## src/core/tfm_defs.vh

```
/*
 * Constants for the memory-mapped task-file decoder: offsets, configuration
 * index, read filler and timing counts.
 * Assumes inclusion by bare name from the decoder files; defines only.
 */
`ifndef TFM_DEFS_VH
`define TFM_DEFS_VH

// ****************************************************************
// Task-file offsets (address bits 3..0)
// ****************************************************************
`define TFM_OFF_EVEN_DATA      4'h0
`define TFM_OFF_ERR_FEAT       4'h1
`define TFM_OFF_SECTOR_COUNT   4'h2
`define TFM_OFF_SECTOR_NUMBER  4'h3
`define TFM_OFF_CYL_LOW        4'h4
`define TFM_OFF_CYL_HIGH       4'h5
`define TFM_OFF_CARD_HEAD      4'h6
`define TFM_OFF_STAT_CMD       4'h7
`define TFM_OFF_DUP_EVEN       4'h8
`define TFM_OFF_DUP_ODD        4'h9
`define TFM_OFF_DUP_ERR_FEAT   4'hD
`define TFM_OFF_ALT_DEVCTL     4'hE
`define TFM_OFF_DRIVE_ADDR     4'hF

// ****************************************************************
// Configuration and values
// ****************************************************************
`define TFM_CFG_MEMORY         2'h0
`define TFM_CFG_CONTIG_IO      2'h1
`define TFM_CFG_PRIMARY_IO     2'h2
`define TFM_CFG_SECONDARY_IO   2'h3
`define TFM_UNDEF_READ         8'hFF
`define TFM_REG_RESET          8'h00

// ****************************************************************
// Timing
// ****************************************************************
`define TFM_CLK_PERIOD_NS      25
`define TFM_ADV_CYCLE_NS       100
`define TFM_ADV_CYCLE_CLKS     (`TFM_ADV_CYCLE_NS / `TFM_CLK_PERIOD_NS)
`define TFM_SYNC_STAGES        2

`endif

```

## src/core/tfm_decoder.v

```verilog
/*
 * Memory-mapped task-file decoder: decodes common-memory cycles from the
 * card pins onto the task-file registers and the data register stream.
 * Assumes host pins are asynchronous to clk and hold each strobe for at
 * least four clock periods; the core supplies status and the read stream.
 */
`timescale 1ns/10ps
`include "tfm_defs.vh"

module tfm_decoder (
    input  wire        clk,                     // System clock, 40 MHz
    input  wire        rst,                     // Asynchronous reset, active high
    input  wire        attribute_select_n,      // Register select pin, high for common memory
    input  wire        low_byte_chip_enable_n,  // Low byte chip enable pin
    input  wire        high_byte_chip_enable_n, // High byte chip enable pin
    input  wire        output_enable_n,         // Read strobe pin
    input  wire        write_enable_n,          // Write strobe pin
    input  wire [10:0] address,                 // Address pins, bit 10 selects window
    input  wire [15:0] data_in,                 // Data bus input
    output reg  [15:0] data_out,                // Data bus output
    output wire        data_low_oe_n,           // Low lane drive enable, low drives
    output wire        data_high_oe_n,          // High lane drive enable, low drives
    input  wire [1:0]  config_index,            // Configuration index from core
    input  wire [7:0]  error_code,              // Error register contents
    input  wire [7:0]  status_code,             // Status and alt status contents
    input  wire [7:0]  drive_address,           // Drive address register contents
    input  wire [15:0] rd_word,                 // Head of the read data stream
    output wire        rd_pop,                  // Pulse: read word consumed
    output wire [15:0] wr_word,                 // Written data word
    output wire        wr_push,                 // Pulse: write word complete
    output reg  [7:0]  feature,                 // Feature register
    output reg  [7:0]  sector_count,            // Sector count register
    output reg  [7:0]  sector_number,           // Sector number register
    output reg  [7:0]  cylinder_low,            // Cylinder low register
    output reg  [7:0]  cylinder_high,           // Cylinder high register
    output reg  [7:0]  card_head_select,        // Card/head select register
    output reg  [7:0]  command,                 // Last command written
    output reg         command_strobe,          // Pulse: command written
    output reg  [7:0]  device_control           // Device control register
);

    // ****************************************************************
    // Helpers
    // ****************************************************************
    // Effective offset: upper window folds to 8/9, high-only byte names odd reg
    function [3:0] eff_offset;
        input [10:0] a;
        input        ce1n;
        input        ce2n;
        begin
            if (a[10]) begin
                eff_offset = a[0] ? `TFM_OFF_DUP_ODD : `TFM_OFF_DUP_EVEN;
            end else if (ce1n & ~ce2n) begin
                eff_offset = {a[3:1], 1'b1};
            end else begin
                eff_offset = a[3:0];
            end
        end
    endfunction

    function is_data;
        input [3:0] off;
        begin
            is_data = (off == `TFM_OFF_EVEN_DATA) || (off == `TFM_OFF_DUP_EVEN) ||
                      (off == `TFM_OFF_DUP_ODD);
        end
    endfunction

    // ****************************************************************
    // Pin synchronisation
    // ****************************************************************
    wire [4:0]  ctl_s;
    wire [10:0] addr_s;
    wire [15:0] din_s;

    tfm_sync #(.W(5)) u_sync_ctl (
        .clk      (clk),
        .rst      (rst),
        .async_in ({attribute_select_n, low_byte_chip_enable_n, high_byte_chip_enable_n,
                    output_enable_n, write_enable_n}),
        .init_val (5'h1F),
        .sync_out (ctl_s)
    );

    tfm_sync #(.W(11)) u_sync_addr (
        .clk      (clk),
        .rst      (rst),
        .async_in (address),
        .init_val (11'h7FF),
        .sync_out (addr_s)
    );

    tfm_sync #(.W(16)) u_sync_data (
        .clk      (clk),
        .rst      (rst),
        .async_in (data_in),
        .init_val (16'hFFFF),
        .sync_out (din_s)
    );

    wire attr_s = ctl_s[4];
    wire ce1n_s = ctl_s[3];
    wire ce2n_s = ctl_s[2];
    wire oen_s  = ctl_s[1];
    wire wen_s  = ctl_s[0];

    // Only index 0 maps the task file into common memory
    wire selected = attr_s & (config_index == `TFM_CFG_MEMORY) &
                    ~(ce1n_s & ce2n_s);
    wire word_cyc = ~ce1n_s & ~ce2n_s;
    wire hi_only  = ce1n_s & ~ce2n_s;
    wire [3:0] off_now = eff_offset(addr_s, ce1n_s, ce2n_s);

    // ****************************************************************
    // Strobe edges; 100 ns strobes still span several clocks
    // ****************************************************************
    reg        oen_d;
    reg        wen_d;
    reg        wr_sel_q;
    reg [3:0]  wr_off_q;
    reg        wr_word_q;
    reg        wr_hi_q;
    reg [15:0] wr_data_q;

    wire rd_start = selected & oen_d & ~oen_s & wen_s;
    wire wr_end   = wr_sel_q & ~wen_d & wen_s;

    // Write address and data are captured while the strobe is low and
    // committed on its rising edge, when the host guarantees setup
    always @(posedge clk or posedge rst) begin
        if (rst) begin
            oen_d     <= 1'b1;
            wen_d     <= 1'b1;
            wr_sel_q  <= 1'b0;
            wr_off_q  <= 4'h0;
            wr_word_q <= 1'b0;
            wr_hi_q   <= 1'b0;
            wr_data_q <= 16'h0000;
        end else begin
            oen_d <= oen_s;
            wen_d <= wen_s;
            if (~wen_s) begin
                wr_sel_q  <= selected;
                wr_off_q  <= off_now;
                wr_word_q <= word_cyc;
                wr_hi_q   <= hi_only;
                wr_data_q <= din_s;
            end else if (wr_end) begin
                wr_sel_q <= 1'b0;
            end
        end
    end

    // ****************************************************************
    // Data stream
    // ****************************************************************
    wire        rd_is_data = rd_start & is_data(off_now);
    wire        wr_is_data = wr_end & is_data(wr_off_q);
    wire        dp_access  = rd_is_data | wr_is_data;
    wire        dp_word    = wr_end ? wr_word_q : word_cyc;
    wire [3:0]  dp_off     = wr_end ? wr_off_q : off_now;
    wire [15:0] dp_wdata   = wr_hi_q ? {8'h00, wr_data_q[15:8]} : wr_data_q;
    wire [15:0] dp_rdata;

    tfm_data_port u_data_port (
        .clk        (clk),
        .rst        (rst),
        .access     (dp_access),
        .is_write   (wr_end),
        .word_acc   (dp_word),
        .odd_acc    (dp_off == `TFM_OFF_DUP_ODD),
        .host_wdata (dp_wdata),
        .rd_word    (rd_word),
        .rdata      (dp_rdata),
        .rd_pop     (rd_pop),
        .wr_word    (wr_word),
        .wr_push    (wr_push)
    );

    // ****************************************************************
    // Task-file read mux
    // ****************************************************************
    reg [7:0] rd_byte_a;
    reg [7:0] rd_byte_b;

    function [7:0] tf_read;
        input [3:0] off;
        input [7:0] err;
        input [7:0] stat;
        input [7:0] drv;
        input [7:0] sc;
        input [7:0] sn;
        input [7:0] cl;
        input [7:0] ch;
        input [7:0] hd;
        begin
            case (off)
                `TFM_OFF_ERR_FEAT, `TFM_OFF_DUP_ERR_FEAT: tf_read = err;
                `TFM_OFF_SECTOR_COUNT:  tf_read = sc;
                `TFM_OFF_SECTOR_NUMBER: tf_read = sn;
                `TFM_OFF_CYL_LOW:       tf_read = cl;
                `TFM_OFF_CYL_HIGH:      tf_read = ch;
                `TFM_OFF_CARD_HEAD:     tf_read = hd;
                `TFM_OFF_STAT_CMD, `TFM_OFF_ALT_DEVCTL: tf_read = stat;
                `TFM_OFF_DRIVE_ADDR:    tf_read = drv;
                default:                tf_read = `TFM_UNDEF_READ;
            endcase
        end
    endfunction

    // Word reads of byte registers pair the even register low, odd high
    always @* begin
        rd_byte_a = tf_read({off_now[3:1], 1'b0}, error_code, status_code, drive_address,
                            sector_count, sector_number, cylinder_low, cylinder_high,
                            card_head_select);
        rd_byte_b = tf_read(off_now, error_code, status_code, drive_address,
                            sector_count, sector_number, cylinder_low, cylinder_high,
                            card_head_select);
    end

    always @(posedge clk or posedge rst) begin
        if (rst) begin
            data_out <= 16'h0000;
        end else if (rd_start) begin
            if (is_data(off_now)) begin
                if (hi_only) begin
                    data_out <= {dp_rdata[7:0], 8'h00};
                end else begin
                    data_out <= dp_rdata;
                end
            end else if (word_cyc) begin
                data_out <= {tf_read({off_now[3:1], 1'b1}, error_code, status_code,
                                     drive_address, sector_count, sector_number,
                                     cylinder_low, cylinder_high, card_head_select),
                             rd_byte_a};
            end else if (hi_only) begin
                data_out <= {rd_byte_b, 8'h00};
            end else begin
                data_out <= {8'h00, rd_byte_b};
            end
        end
    end

    // Lanes driven only while a selected read strobe is low
    wire drive = selected & ~oen_s & ~oen_d;
    assign data_low_oe_n  = ~(drive & ~ce1n_s);
    assign data_high_oe_n = ~(drive & ~ce2n_s);

    // ****************************************************************
    // Task-file writes
    // ****************************************************************
    function [7:0] wr_lane;
        input [3:0]  off;
        input        word;
        input        hi;
        input [15:0] d;
        begin
            if (hi | (word & off[0])) begin
                wr_lane = d[15:8];
            end else begin
                wr_lane = d[7:0];
            end
        end
    endfunction

    wire       wr_reg = wr_end & ~is_data(wr_off_q);
    wire [7:0] wb_lo  = wr_data_q[7:0];
    wire [7:0] wb     = wr_lane(wr_off_q, 1'b0, wr_hi_q, wr_data_q);

    always @(posedge clk or posedge rst) begin
        if (rst) begin
            feature          <= `TFM_REG_RESET;
            sector_count     <= `TFM_REG_RESET;
            sector_number    <= `TFM_REG_RESET;
            cylinder_low     <= `TFM_REG_RESET;
            cylinder_high    <= `TFM_REG_RESET;
            card_head_select <= `TFM_REG_RESET;
            command          <= `TFM_REG_RESET;
            command_strobe   <= 1'b0;
            device_control   <= `TFM_REG_RESET;
        end else begin
            command_strobe <= 1'b0;
            if (wr_reg) begin
                // A word write to even register 2, 4 or 6 also writes its odd partner
                case ({wr_word_q, wr_off_q})
                    {1'b0, `TFM_OFF_ERR_FEAT}, {1'b0, `TFM_OFF_DUP_ERR_FEAT}: feature <= wb;
                    {1'b1, `TFM_OFF_ERR_FEAT}, {1'b1, `TFM_OFF_DUP_ERR_FEAT}: feature <= wb_lo;
                    {1'b0, `TFM_OFF_SECTOR_COUNT}:  sector_count  <= wb;
                    {1'b0, `TFM_OFF_SECTOR_NUMBER}: sector_number <= wb;
                    {1'b1, `TFM_OFF_SECTOR_COUNT}, {1'b1, `TFM_OFF_SECTOR_NUMBER}: begin
                        sector_count  <= wb_lo;
                        sector_number <= wr_data_q[15:8];
                    end
                    {1'b0, `TFM_OFF_CYL_LOW}:  cylinder_low  <= wb;
                    {1'b0, `TFM_OFF_CYL_HIGH}: cylinder_high <= wb;
                    {1'b1, `TFM_OFF_CYL_LOW}, {1'b1, `TFM_OFF_CYL_HIGH}: begin
                        cylinder_low  <= wb_lo;
                        cylinder_high <= wr_data_q[15:8];
                    end
                    {1'b0, `TFM_OFF_CARD_HEAD}: card_head_select <= wb;
                    {1'b0, `TFM_OFF_STAT_CMD}: begin
                        command        <= wb;
                        command_strobe <= 1'b1;
                    end
                    {1'b1, `TFM_OFF_CARD_HEAD}, {1'b1, `TFM_OFF_STAT_CMD}: begin
                        card_head_select <= wb_lo;
                        command          <= wr_data_q[15:8];
                        command_strobe   <= 1'b1;
                    end
                    {1'b0, `TFM_OFF_ALT_DEVCTL}, {1'b1, `TFM_OFF_ALT_DEVCTL},
                    {1'b1, `TFM_OFF_DRIVE_ADDR}: device_control <= wb_lo;
                    default: ;
                endcase
            end
        end
    end

endmodule // tfm_decoder

```

## src/core/tfm_sync.v

```verilog
/*
 * Two-stage synchroniser for a vector of pin levels.
 * Assumes each bit is a level that is stable for several clock periods.
 */
`timescale 1ns/10ps

module tfm_sync #(
    parameter W = 1
) (
    input  wire         clk,     // System clock
    input  wire         rst,     // Asynchronous reset, active high
    input  wire [W-1:0] async_in,// Pin levels
    input  wire [W-1:0] init_val,// Unused level after reset, constant at top
    output reg  [W-1:0] sync_out // Synchronised levels
);

    reg [W-1:0] stage1;

    // ****************************************************************
    // Two flip-flops; only the second stage is read outside
    // ****************************************************************
    always @(posedge clk or posedge rst) begin
        if (rst) begin
            stage1   <= {W{1'b1}};
            sync_out <= {W{1'b1}};
        end else begin
            stage1   <= async_in | (init_val & {W{1'b0}});
            sync_out <= stage1;
        end
    end

endmodule // tfm_sync

```

## src/core/tfm_data_port.v

```verilog
/*
 * Byte and word pairing for the data register stream.
 * Assumes one access pulse per host cycle and a core-side word stream
 * whose head is always presented on rd_word.
 */
`timescale 1ns/10ps

module tfm_data_port (
    input  wire        clk,        // System clock
    input  wire        rst,        // Asynchronous reset, active high
    input  wire        access,     // One-cycle pulse per data access
    input  wire        is_write,   // Access is a write
    input  wire        word_acc,   // Sixteen-bit access
    input  wire        odd_acc,    // Byte access that names the odd byte
    input  wire [15:0] host_wdata, // Write data, byte in low lane for bytes
    input  wire [15:0] rd_word,    // Head word of the read stream
    output wire [15:0] rdata,      // Read data, byte in low lane for bytes
    output reg         rd_pop,     // Pulse: read word consumed
    output reg  [15:0] wr_word,    // Assembled write word
    output reg         wr_push     // Pulse: write word complete
);

    reg        even_done;
    reg        odd_done;
    reg  [7:0] even_hold;
    wire       pick_odd;
    wire       completes;

    // Repeated byte to 0/8 moves on to the odd byte once the even one is gone
    assign pick_odd  = odd_acc | even_done;
    assign completes = word_acc | (pick_odd ? even_done : odd_done);
    assign rdata     = word_acc ? rd_word :
                       (pick_odd ? {8'h00, rd_word[15:8]} : {8'h00, rd_word[7:0]});

    // ****************************************************************
    // Lane tracking, pop and push
    // ****************************************************************
    always @(posedge clk or posedge rst) begin
        if (rst) begin
            even_done <= 1'b0;
            odd_done  <= 1'b0;
            even_hold <= 8'h00;
            rd_pop    <= 1'b0;
            wr_word   <= 16'h0000;
            wr_push   <= 1'b0;
        end else begin
            rd_pop  <= 1'b0;
            wr_push <= 1'b0;
            if (access) begin
                if (completes) begin
                    even_done <= 1'b0;
                    odd_done  <= 1'b0;
                    rd_pop    <= ~is_write;
                    wr_push   <= is_write;
                    if (word_acc) begin
                        wr_word <= host_wdata;
                    end else if (pick_odd) begin
                        wr_word <= {host_wdata[7:0], even_hold};
                    end else begin
                        wr_word <= {wr_word[15:8], host_wdata[7:0]};
                    end
                end else if (pick_odd) begin
                    odd_done <= 1'b1;
                    wr_word  <= {host_wdata[7:0], wr_word[7:0]};
                end else begin
                    even_done <= 1'b1;
                    even_hold <= host_wdata[7:0];
                end
            end
        end
    end

endmodule // tfm_data_port

```

## config.mk

```make
export PLATFORM = sky130hd
export DESIGN_NAME = tfm_decoder
export DESIGN_NICKNAME = d
export VERILOG_FILES = /design/src/core/tfm_decoder.v /design/src/core/tfm_sync.v /design/src/core/tfm_data_port.v
export VERILOG_INCLUDE_DIRS = /design/src /design/src/core
export SDC_FILE = /design/constraint.sdc
export NUM_CORES = 1
export LEC_CHECK = 0
export ABC_AREA = 1
export BUFFER_PORTS_ARGS = -buffer_cell sky130_fd_sc_hd__buf_2
export CAP_MARGIN = 40
export CORE_ASPECT_RATIO = 1.5
export CORE_MARGIN = 1
export CORE_UTILIZATION = 49
export CTS_BUF_LIST = sky130_fd_sc_hd__clkbuf_8
export CTS_CLUSTER_SIZE = 30
export DETAILED_ROUTE_END_ITERATION = 6
export PLACE_DENSITY = 0.75
export SKIP_CTS_REPAIR_TIMING = 1
export SLEW_MARGIN = 20
export SYNTH_ARGS = -nofsm -noshare
export SYNTH_HDL_FRONTEND = slang
export SYNTH_SLANG_ARGS = --single-unit
```

## constraint.sdc

```tcl
create_clock -name clk -period 5.15 [get_ports clk]
set_input_delay 0.2575 -clock clk [delete_from_list [all_inputs] [get_ports clk]]
set_output_delay 0.2575 -clock clk [all_outputs]
set_load 0.05 [all_outputs]
```

==> summary.md, run 1 <==
| Metric | Value |
|---|---|
| Status | finished, final reports clean |
| Post-synthesis sequential area ratio | 51.3% |
| DRC viols | 0 |
| Die area | 19,300 sq um |
| Max-Cap Viols | 0 |
| Post-DP Area | 10,200 sq um |
| Pin count of the biggest net entering global routing | 187 |
| Die Span Y | 170 um |
| CP startpoint kind | flop |
| Synth Cell Area | between 9000 and 10,000 sq um |
| First-pass GRT wire length | 43,300 um |
| Setup slack after layout | 2.24 ns |
| Grt total ovfl | 0 |
| Syn Inst Count | 1,110 |
| Worst VDD drop | ~0.00025 V |
| Synth top area cells | dfrtp_1, dfstp_2, nand2_1 |
| Critical Path RT | 5.53 ns |
| Antenna Cells | 0 |
| Gpl congestion | 0.960 |
| Number of global-route vias before repair | about 7,900 |
| Pre-CTS setup slack | 2.27 ns |
| Crit path DAT | 3.29 ns |
| CTS H-tree depth | 4 |
| CTS buffer count | 17 |
| Int Pwr | 0.00217 W |
| Area Overhead vs Synth | 18.7% |
| TritonCTS clock tree | yes |
| Clk sinks | 186 |
| Skew-Pair Late Insertion Delay | about 0.48 ns |
| Placed insts | between 1,500 and 2,000 |
| CP max FO | 26 |
| PwrDens | 320 nW/um^2 |
| Critical Path, Cell by Cell | inv_1, nand3_2, nand2_2, buf_4, nand2_1, nand3_1, o22ai_4, nand4_4, nand2_1, o21ai_2 |
| NetSw | 0.00132 W |
| Setup TNS | 0 ns |
| Vias | 8,473 |
| Port Buffer Count | 170 |
| CP delay by family, top | simple AND/OR/NAND/NOR gates |
| Clock Skew | 0.0151 ns |
| Reg clk slew, reported paths | 0.11 ns |
| Core ar. | between 15,000 and 20,000 sq um |
| Pleak | ~5.6 nW |
| Post-synth top cells | nand2_1, dfrtp_1, o21ai_0 |
| Max clock buf depth | 2 |
| Comb pwr share | 24.5% |
| Min Clock Period, post-route | roughly 2.9 ns |
| Max Fclk | 343 MHz |
| Synthesized Nets | 1,186 |
| FF+latch count, synth | 186 |
| Critical path class | flop to flop |
| Dominant cell type by area after synthesis | dfrtp_1 |
| Post-route insts no fill | about 1,600 |
| Seq pwr share | around half |
| Nets | 1,373 |
| EDFF count, synth | 0 |
| Synth warn | 0 |
| Setup-failing EPs final | 0 |
| Vias per cell | 5.42 |
| Area share of the largest cell type after synthesis | between 30% and 40% |
| Final hold vios | 0 |
| Mean post-synth cell area | about 8.3 sq um |
| Clk network pwr share | approximately 27% |
| Final Cycle Share | 56.6% |
| HPWL after DPL | 21,500 um |
| Final Max Tran Viols | 0 |
| Sw frac | 37.7% |
| Slowest stage delay, CP | 0.70 ns |
| RSZ-0062 raised after global routing | false |
| Slew headroom | 33.0% |
| Die X | 114 um |
| Drt first pass iters | 6 |
| Hold crit path type | primary input to asynchronous set/reset pin |
| Clock Tree Root | clkbuf_8 |
| Synth cell types | 39 |
| Most used DFF post-synth | dfrtp_1 |
| Slowest-stage cell, CP | dfstp_2 |
| Post-route ant nets | 0 |
| Count leader, synth | nand2_1 |
| Number of core rows | 61 |
| Critical path capture point type | flop |
| Cell mode on critical path | nand2_1 |
| Drt initial violations | 627 |
| Share of cells above drive strength 1 | approximately 26% |
| Slew at the pin closest to its max-slew limit | 1.00 ns |
| Avg WL per Cell | 18.3 um |
| Cell area after layout | about 11,000 sq um |
| GRT Overall Usage | a little under a third |
| Buf+Inv Stages, Crit Path | 2 |
| Boundary Pins | 177 |
| Final wirelength | 28,500 um |
| Initial Utilization | 49.8% |
| Ys async rst share | 100% |
| Initial antenna violation count | 0 |
==> stage by stage <==
step | hold slack, ns | util, % | total power, W
finish | 0.0412 | 59.1 | 0.00349
detailed placement | 0.347 | 55.4 | 0.00254
CTS | -0.182 | 57.5 | 0.00349
floorplan | 0.262 | - | 0.00229
global route | 0.110 | 59.1 | 0.00364
global placement | 0.346 | 55.2 | 0.00252
==> state kept, by name (all words and copies together), names as in the netlist, 4 cells and up <==
name                   count
data_out                  16
u_data_port.wr_word       16
u_sync_data.stage1        16
u_sync_data.sync_out      16
wr_data_q                 16
card_head_select           8
command                    8
cylinder_high              8
cylinder_low               8
device_control             8
feature                    8
sector_count               8
sector_number              8
u_data_port.even_hold      8
u_sync_addr.stage1         5
u_sync_addr.sync_out       5
u_sync_ctl.stage1          5
u_sync_ctl.sync_out        5
wr_off_q                   4
==> kinds of logic after synthesis <==
| kind of cell | Yosys count | synth area share, % |
|---|---|---|
| AOI/OAI and AO/OA | 239 | 14.6 |
| buffers and inverters | 154 | 7.18 |
| DFF | 186 | 51.3 |
| muxes | 19 | 2.41 |
| and+or+nand+nor | 512 | 24.5 |
==> final timing paths <==
path | from | endpoint | slack [ns] | cells after the start
worst max-delay path | u_sync_ctl.sync_out[2] | u_data_port.even_hold[6] | 2.24 | 10
worst min-delay path | rst | u_data_port.wr_word[10] | 0.04 | 3
worst max register to register | u_sync_ctl.sync_out[2] | u_data_port.even_hold[6] | 2.24 | 10
worst min register to register | u_sync_addr.stage1[0] | u_sync_addr.sync_out[0] | 0.36 | 0
max in group asynchronous | rst | data_out[14] | 4.36 | 3
min in group clk | config_index[0] | wr_sel_q | 0.11 | 4
==> worst reg2reg max path, delay by kind of cell (launching register included) <==
kind / cells / cell delay [ns]
flip-flops: 1 / 0.70
AND/OR/NAND/NOR: 6 / 1.14
buffers and inverters: 2 / 0.35
AO/OA/AOI/OAI: 2 / 0.62
==> placed cells by master (no fill, tap or decap), types with 8 or more instances in the layout <==
master,n
inv_2,10
dfstp_2,54
dlygate4sd3_1,26
nand4_1,16
nand3_1,90
inv_1,96
buf_4,8
nor2_1,97
buf_2,173
mux2_1,15
a21oi_1,45
a31oi_1,25
o211ai_1,9
o21ai_2,11
clkbuf_8,17
nand2_2,14
o21ai_1,25
dfrtp_1,132
nand2_1,273
o21ai_0,117
==> area by class of cell <==
type                       instances  area [sq um]
inverter                         110           419
timing repair buffer             212          1260
multi-input combinational        770          3820
clock buffer                      17           234
clock inverter                    15           156
sequential                       186          4720
fill                            1731          7550
tap                              252           315
==> per-layer routing <==
layer  routed length, um  global-route usage (%)  vias to the layer above  part of all wire [%]
met1               10500                    34.6                     3945                    37
met4                2170                    23.2                        0                   7.6
met2               14100                    50.1                      382                    49
met3                1830                    5.63                      110                   6.4
li1                    -                       -                     4036                     -
met5                   0                       0                        -                     0
==> power by group through the flow <==
stage | Sequential, W | Clock (W) | Combinational, W
floorplan | 0.00194 | 0 | 0.000349
global placement | 0.00171 | 0 | 0.000817
detailed placement | 0.00171 | 0 | 0.000831
CTS | 0.00168 | 0.000973 | 0.000834
global route | 0.00170 | 0.00102 | 0.000925
finish | 0.00168 | 0.000950 | 0.000856
No activity file was read; power rests on OpenSTA's default activity.
==> inputs of run 2 (changes only) <==
PLACE_DENSITY = 0.72   (was 0.75)
clock period = 2.8 ns   (was 5.15 ns; I/O delays follow)
==> run 2 against run 1 <==
Net effect:
- final cell count rose by 1.3%
- wire length is 1.6% higher
- clock skew grew 0.00070 ns
- hold slack better by 0.023 ns
- non-clock buffer count grew 20
- via count increased by 0.38%
- global-route usage increased by 0.74 points
- core utilization increased by 1.0 points
- count of clock-buffer cells in the layout is 2 higher
- sequential power increased by 84%
- sequential share of layout area is 0.73 points lower
- critical path type is now primary input to flop
==> summary.md, run 2 (same netlist as run 1, synthesis figures left out) <==
| Metric | Value |
|---|---|
| Status | finished, final reports clean |
| Max-Cap Viols | 0 (unchanged) |
| GRT Overall Usage | 31.0% (+0.74 points) |
| Initial antenna violation count | 0 (unchanged) |
| Clock Tree Root | clkbuf_8 |
| Crit path DAT | 2.81 ns (-0.48 ns) |
| Critical Path, Cell by Cell | dlygate4sd3_1, buf_2, nor2_1, dlygate4sd3_1, nand3_2, nor2_4, nand3_2, o22ai_4, nand4_4, nand2_1, o21ai_2 |
| CP max FO | 17 (-35%) |
| Clk sinks | 186 (unchanged) |
| Clock Skew | 0.0158 ns (+0.000705 ns) |
| CTS buffer count | 17 (unchanged) |
| HPWL after DPL | 22,400 um (+4.6%) |
| Final wirelength | 29,000 um (+1.6%) |
| Slew at the pin closest to its max-slew limit | 0.686 ns (-0.318 ns) |
| Die Span Y | 170 um (unchanged) |
| Die area | 19,300 sq um (unchanged) |
| Drt initial violations | 621 (-0.96%) |
| Drt first pass iters | 5 (-1) |
| First-pass GRT wire length | 44,700 um (+3.3%) |
| Max Fclk | 405 MHz |
| Area Overhead vs Synth | 20.8% |
| Critical path class | primary input to flop |
| Placed insts | 1,521 (+1.3%) |
| Boundary Pins | 177 (unchanged) |
| CTS H-tree depth | 4 (unchanged) |
| Commonest non-fill, non-tap cell in the layout | nand2_1 |
| Slew headroom | 54.1% (+21 points) |
| Slowest-stage cell, CP | dlygate4sd3_1 |
| CP delay by family, top | buffers and inverters |
| RSZ-0062 raised after global routing | false |
| Vias | 8,505 (+0.38%) |
| Grt total ovfl | 0 (unchanged) |
| Critical Path RT | 3.15 ns (-2.38 ns) |
| Nets | 1,393 (+1.5%) |
| Number of global-route vias before repair | 8,222 (+4.4%) |
| TritonCTS clock tree | yes |
| Pleak | 5.67 nW (+1.9%) |
| Final Cycle Share | about nine tenths |
| Buf+Inv Stages, Crit Path | 3 (+1) |
| Die X | 114 um (unchanged) |
| Reg clk slew, reported paths | 0.10 ns (about the same) |
| Post-route insts no fill | 1,582 (+1.3%) |
| Post-route ant nets | 0 (unchanged) |
| Worst VDD drop | 0.000373 V (+51%) |
| Vias per cell | 5.38 (-0.89%) |
| Critical path capture point type | flop |
| PwrDens | 588 nW/um^2 (+84%) |
| Port Buffer Count | 170 (unchanged) |
| Setup-failing EPs final | 0 (unchanged) |
| Final Max Tran Viols | 0 (unchanged) |
| Commonest non-fill, non-tap cells in the layout | nand2_1, buf_2, dfrtp_1 |
| Final Util | 60.1% (+1.0 points) |
| Pin count of the biggest net entering global routing | 45 (-76%) |
| Min Clock Period, post-route | 2.47 ns |
| DRC viols | 0 (unchanged) |
| Antenna Cells | 0 (unchanged) |
| CP startpoint kind | primary input |
| Final hold vios | 0 (unchanged) |
| Setup TNS | 0 ns (unchanged) |
| Gpl congestion | 0.982 (+2.4%) |
| Initial Utilization | 49.8% (unchanged) |
| Avg WL per Cell | 18.3 um (+0.36%) |
| Share of cells above drive strength 1 | 26.5% (+0.82 points) |
| Max clock buf depth | 2 (unchanged) |
| Slowest stage delay, CP | 0.57 ns (-0.13 ns) |
| Core ar. | 18,500 sq um (unchanged) |
| Skew-Pair Late Insertion Delay | 0.48 ns (about the same) |
| Fillcell total | 1,693 (-2.2%) |
| Number of core rows | 61 (unchanged) |
| Hold crit path type | primary input to flop |
## run 2: cell count changes in the layout (fill, tap and decap cells not counted), moves of 2 or more
cell | previous run | this run
buf_4 | 8 | 29
inv_6 | 2 | 7
inv_8 | 4 | 0
buf_12 | 1 | 4
buf_2 | 173 | 170
dlygate4sd3_1 | 26 | 29
clkbuf_8 | 17 | 19
clkinv_4 | 3 | 1
clkinv_8 | 3 | 1
## run 2: final timing paths
path	startpoint	endpoint	slack [ns]	cells past startpoint
max	config_index[1]	u_data_port.even_hold[7]	0.33	11
min	rd_word[14]	data_out[14]	0.06	5
max reg2reg	u_sync_ctl.sync_out[2]	u_data_port.even_hold[7]	0.36	9
min reg2reg	u_sync_data.stage1[7]	u_sync_data.sync_out[7]	0.36	0
max in group asynchronous	rst	u_sync_ctl.sync_out[4]	1.79	5
min in group asynchronous	rst	u_data_port.wr_word[9]	0.18	3
## run 2: area by class of cell
| cell class | instances | area (sq um) | area share, % |
|---|---|---|---|
| clock inverters | 13 | 135 | 1.22 |
| inverters | 110 | 419 | 3.77 |
| clock buffers | 19 | 262 | 2.35 |
| flip-flops and latches | 186 | 4720 | 42.5 |
| repair buffers | 232 | 1440 | 13.0 |
| well taps | 252 | 315 | 2.84 |
| multi-input cells | 770 | 3820 | 34.4 |
## run 2: layer usage
| metal | share of wire (%) | wire [um] | GRT usage, % |
|---|---|---|---|
| met5 | 0 | 0 | 0 |
| met4 | 6.0 | 1730 | 18.4 |
| met3 | 5.1 | 1470 | 4.74 |
| met2 | 51 | 14800 | 54.2 |
| met1 | 38 | 11000 | 35.8 |
## run 2: worst reg2reg max path: stages, from the launching register on
cell and delay (ns):
dfstp_2 0.68, inv_1 0.13, nand3_2 0.09, nand2_2 0.21
nand2_1 0.13, nand3_1 0.13, o22ai_4 0.38, nand4_4 0.34
nand2_1 0.17, o21ai_2 0.06
## run 2: where the power goes
| part | total [W] | internal (W) | switching (W) |
|---|---|---|---|
| Combinational | 0.00161 | 0.000418 | 0.00119 |
| Sequential | 0.00309 | 0.00294 | 0.000150 |
| Clock | 0.00183 | 0.000778 | 0.00106 |
## run 2: per-stage QoR
step | area, sq um | hold slack, ns | worst slack, ns | total power (W)
finish | 11100 | 0.0645 | 0.332 | 0.00653
global route | 11100 | 0.0587 | 0.169 | 0.00682
CTS | 10800 | -0.385 | 0.370 | 0.00652
detailed placement | 10400 | 0.138 | 0.398 | 0.00470
global placement | 10400 | 0.244 | 0.408 | 0.00468
floorplan | 9200 | 0.144 | 0.312 | 0.00421
==> inputs of run 3 (changes only) <==
CTS_BUF_LIST = sky130_fd_sc_hd__clkbuf_16   (was sky130_fd_sc_hd__clkbuf_8)
PLACE_DENSITY = 0.74   (was 0.72)
==> run 3 against run 2 <==
Net effect:
- count of clock-buffer cells in the layout decreased by 1
- hold slack worse by 0.049 ns
- first-iteration DRC count increased by 26%
- die area unchanged
- worst setup slack better by 0.095 ns
- register-to-register slack gained 0.07 ns
- sequential power barely moved
- combinational power about the same
- global-route usage barely moved
- clock skew is 0.0053 ns lower
- final cell count shrank 0.19%
- critical path type is now flop to flop
- largest power group unchanged
==> summary.md, run 3 (same netlist as run 1, synthesis figures left out) <==
| Metric | Value |
|---|---|
| Status | finished, final reports clean |
| Antenna Cells | 0 (unchanged) |
| PwrDens | 636 nW/um^2 (+8.2%) |
| Clock Tree Root | clkbuf_16 |
| Slew at the pin closest to its max-slew limit | 0.843 ns (+0.157 ns) |
| Worst VDD drop | 0.000440 V (+18%) |
| Slew headroom | 43.2% (-11 points) |
| Drt first pass iters | 5 (unchanged) |
| R2R Setup Slk | 0.43 ns (+0.07 ns) |
| Setup-failing EPs final | 0 (unchanged) |
| Port Buffer Count | 170 (unchanged) |
| DRC viols | 0 (unchanged) |
| Pin count of the biggest net entering global routing | 77 (+71%) |
| Die Span Y | 170 um (unchanged) |
| Gpl congestion | 0.985 (+0.29%) |
| CTS buffer count | 17 (unchanged) |
| Critical path class | flop to flop |
| Core ar. | 18,500 sq um (unchanged) |
| WHS Path Cells | 4 (-1) |
| Max-Cap Viols | 0 (unchanged) |
| Initial Utilization | 49.8% (unchanged) |
| Reg clk slew, reported paths | 0.07 ns (-0.03 ns) |
| Boundary Pins | 177 (unchanged) |
| Register Area | 4720 sq um (unchanged) |
| Critical Path RT | 3.13 ns (-0.02 ns) |
| Final Cycle Share | 84.8% (-3.4 points) |
| Number of core rows | 61 (unchanged) |
| Fillcell total | 1,723 (+1.8%) |
| Met2 Resource Use GR | 51.3% (-2.9 points) |
| Max Fclk | 421 MHz (+4.0%) |
| Clk sinks | 186 (unchanged) |
| Worst r2r src | u_sync_addr.sync_out[10] |
| Share of cells above drive strength 1 | 26.5% (about the same) |
| Skew-Pair Late Insertion Delay | 0.45 ns (-0.03 ns) |
| Min Clock Period, post-route | 2.37 ns (-0.0950 ns) |
| Max clock buf depth | 2 (unchanged) |
| Initial antenna violation count | 0 (unchanged) |
| Setup TNS | 0 ns (unchanged) |
| FF-to-FF path depth | 9 (unchanged) |
| Area of the multi-input gates | 3820 sq um (unchanged) |
| R2r endpoint | u_data_port.even_hold[2] |
| CP max FO | 17 (unchanged) |
| TritonCTS clock tree | yes |
| Final Util | 61.0% (+0.82 points) |
| Pre-CTS setup slack | 0.508 ns (+0.109 ns) |
| Worst setup path start | u_sync_addr.sync_out[10] |
| CP startpoint kind | flop |
| Final hold vios | 0 (unchanged) |
| Area Overhead vs Synth | 22.4% |
| Vias | 8,583 (+0.92%) |
| GRT busiest layer | met2 |
| Vias per cell | 5.44 (+1.1%) |
| Grt total ovfl | 0 (unchanged) |
| GRT Overall Usage | 31.0% (about the same) |
| Critical path capture point type | flop |
| Pleak | 5.74 nW (+1.4%) |
| M1 GR Usage | 36.8% (+0.99 points) |
| Commonest non-fill, non-tap cells in the layout | nand2_1, buf_2, dfrtp_1 |
| Nets | 1,390 (-0.22%) |
| First-pass GRT wire length | 44,600 um (-0.35%) |
| Final Max Tran Viols | 0 (unchanged) |
| Crit path to | u_data_port.even_hold[2] |
| Commonest non-fill, non-tap cell in the layout | nand2_1 |
| Die X | 114 um (unchanged) |
| Routing usage on met3 | 5.13% (+0.39 points) |
| Crit path DAT | 2.70 ns (-0.11 ns) |
| Final wirelength | 29,000 um (about the same) |
| Post-route ant nets | 0 (unchanged) |
| CTS H-tree depth | 4 (unchanged) |
| Die area | 19,300 sq um (unchanged) |
| Total Power | 0.00716 W (+9.6%) |
| Drt initial violations | 782 (+26%) |
| Clock Skew | 0.0106 ns (-0.00526 ns) |
| Hold_sp | config_index[0] |
| Number of global-route vias before repair | 8,050 (-2.1%) |
| HPWL after DPL | 21,900 um (-2.5%) |
| Avg WL per Cell | 18.3 um (about the same) |
| RSZ-0062 raised after global routing | false |
| Setup slack after layout | 0.427 ns (+0.0950 ns) |
| Hold crit path type | primary input to flop |
run 3: changes by cell type in the layout (fill, tap and decap cells not counted), sizes merged:
cell,change
buf,-1
clkbuf,-1
clkinv,+3
clkinvlp,-2
dlygate4sd3,-2
run 3: per-layer routing:
layer,vias to the layer above,part of all wire [%]
met2,378,50
met3,98,5.9
li1,4070,-
met5,-,0
met4,0,6.5
met1,4037,38
run 3: worst max-delay path: stages, from the launching register on:
cell and delay (ns):
dfstp_2 0.56, inv_2 0.10, nand2_2 0.30, nand4_1 0.19
nand2_2 0.28, o21ai_2 0.09, inv_2 0.20, nand4_4 0.29
nand2_1 0.18, o21ai_2 0.07
run 3: power breakdown:
group          leakage, nW  total (W)  switching [W]  internal (W)
clock                0.297    0.00247        0.00115       0.00132
sequential            2.33    0.00309       0.000150       0.00294
combinational         3.12    0.00160        0.00119      0.000411
run 3: worst min path at each step:
| stage | end | slack, ns |
|---|---|---|
| 2_1_floorplan | u_sync_addr.stage1[0] | 0.14 |
| 3_3_place_gp | u_data_port.wr_word[8] | 0.17 |
| 3_5_place_dp | u_data_port.wr_word[8] | 0.17 |
| 4_1_cts | wr_off_q[2] | -0.29 |
| 5_1_grt | wr_sel_q | 0.03 |
| 6_report | wr_sel_q | 0.02 |
run 3: layout make-up:
class | instances | share of cell area [%]
clock buffer | 18 | 4.00
clock inverter | 14 | 1.33
inverter | 110 | 3.72
multi-input combinational | 770 | 33.9
sequential | 186 | 41.9
tap | 252 | 2.80
timing repair buffer | 229 | 12.3
run 3: per-stage QoR:
step	std cells	area, sq um	hold slack [ns]
after floorplan	1110	9200	0.144
after CTS	1552	11000	-0.294
after detailed placement	1520	10400	0.174
after global routing	1579	11300	0.0291
after global placement	1520	10400	0.169
final	1579	11300	0.0157
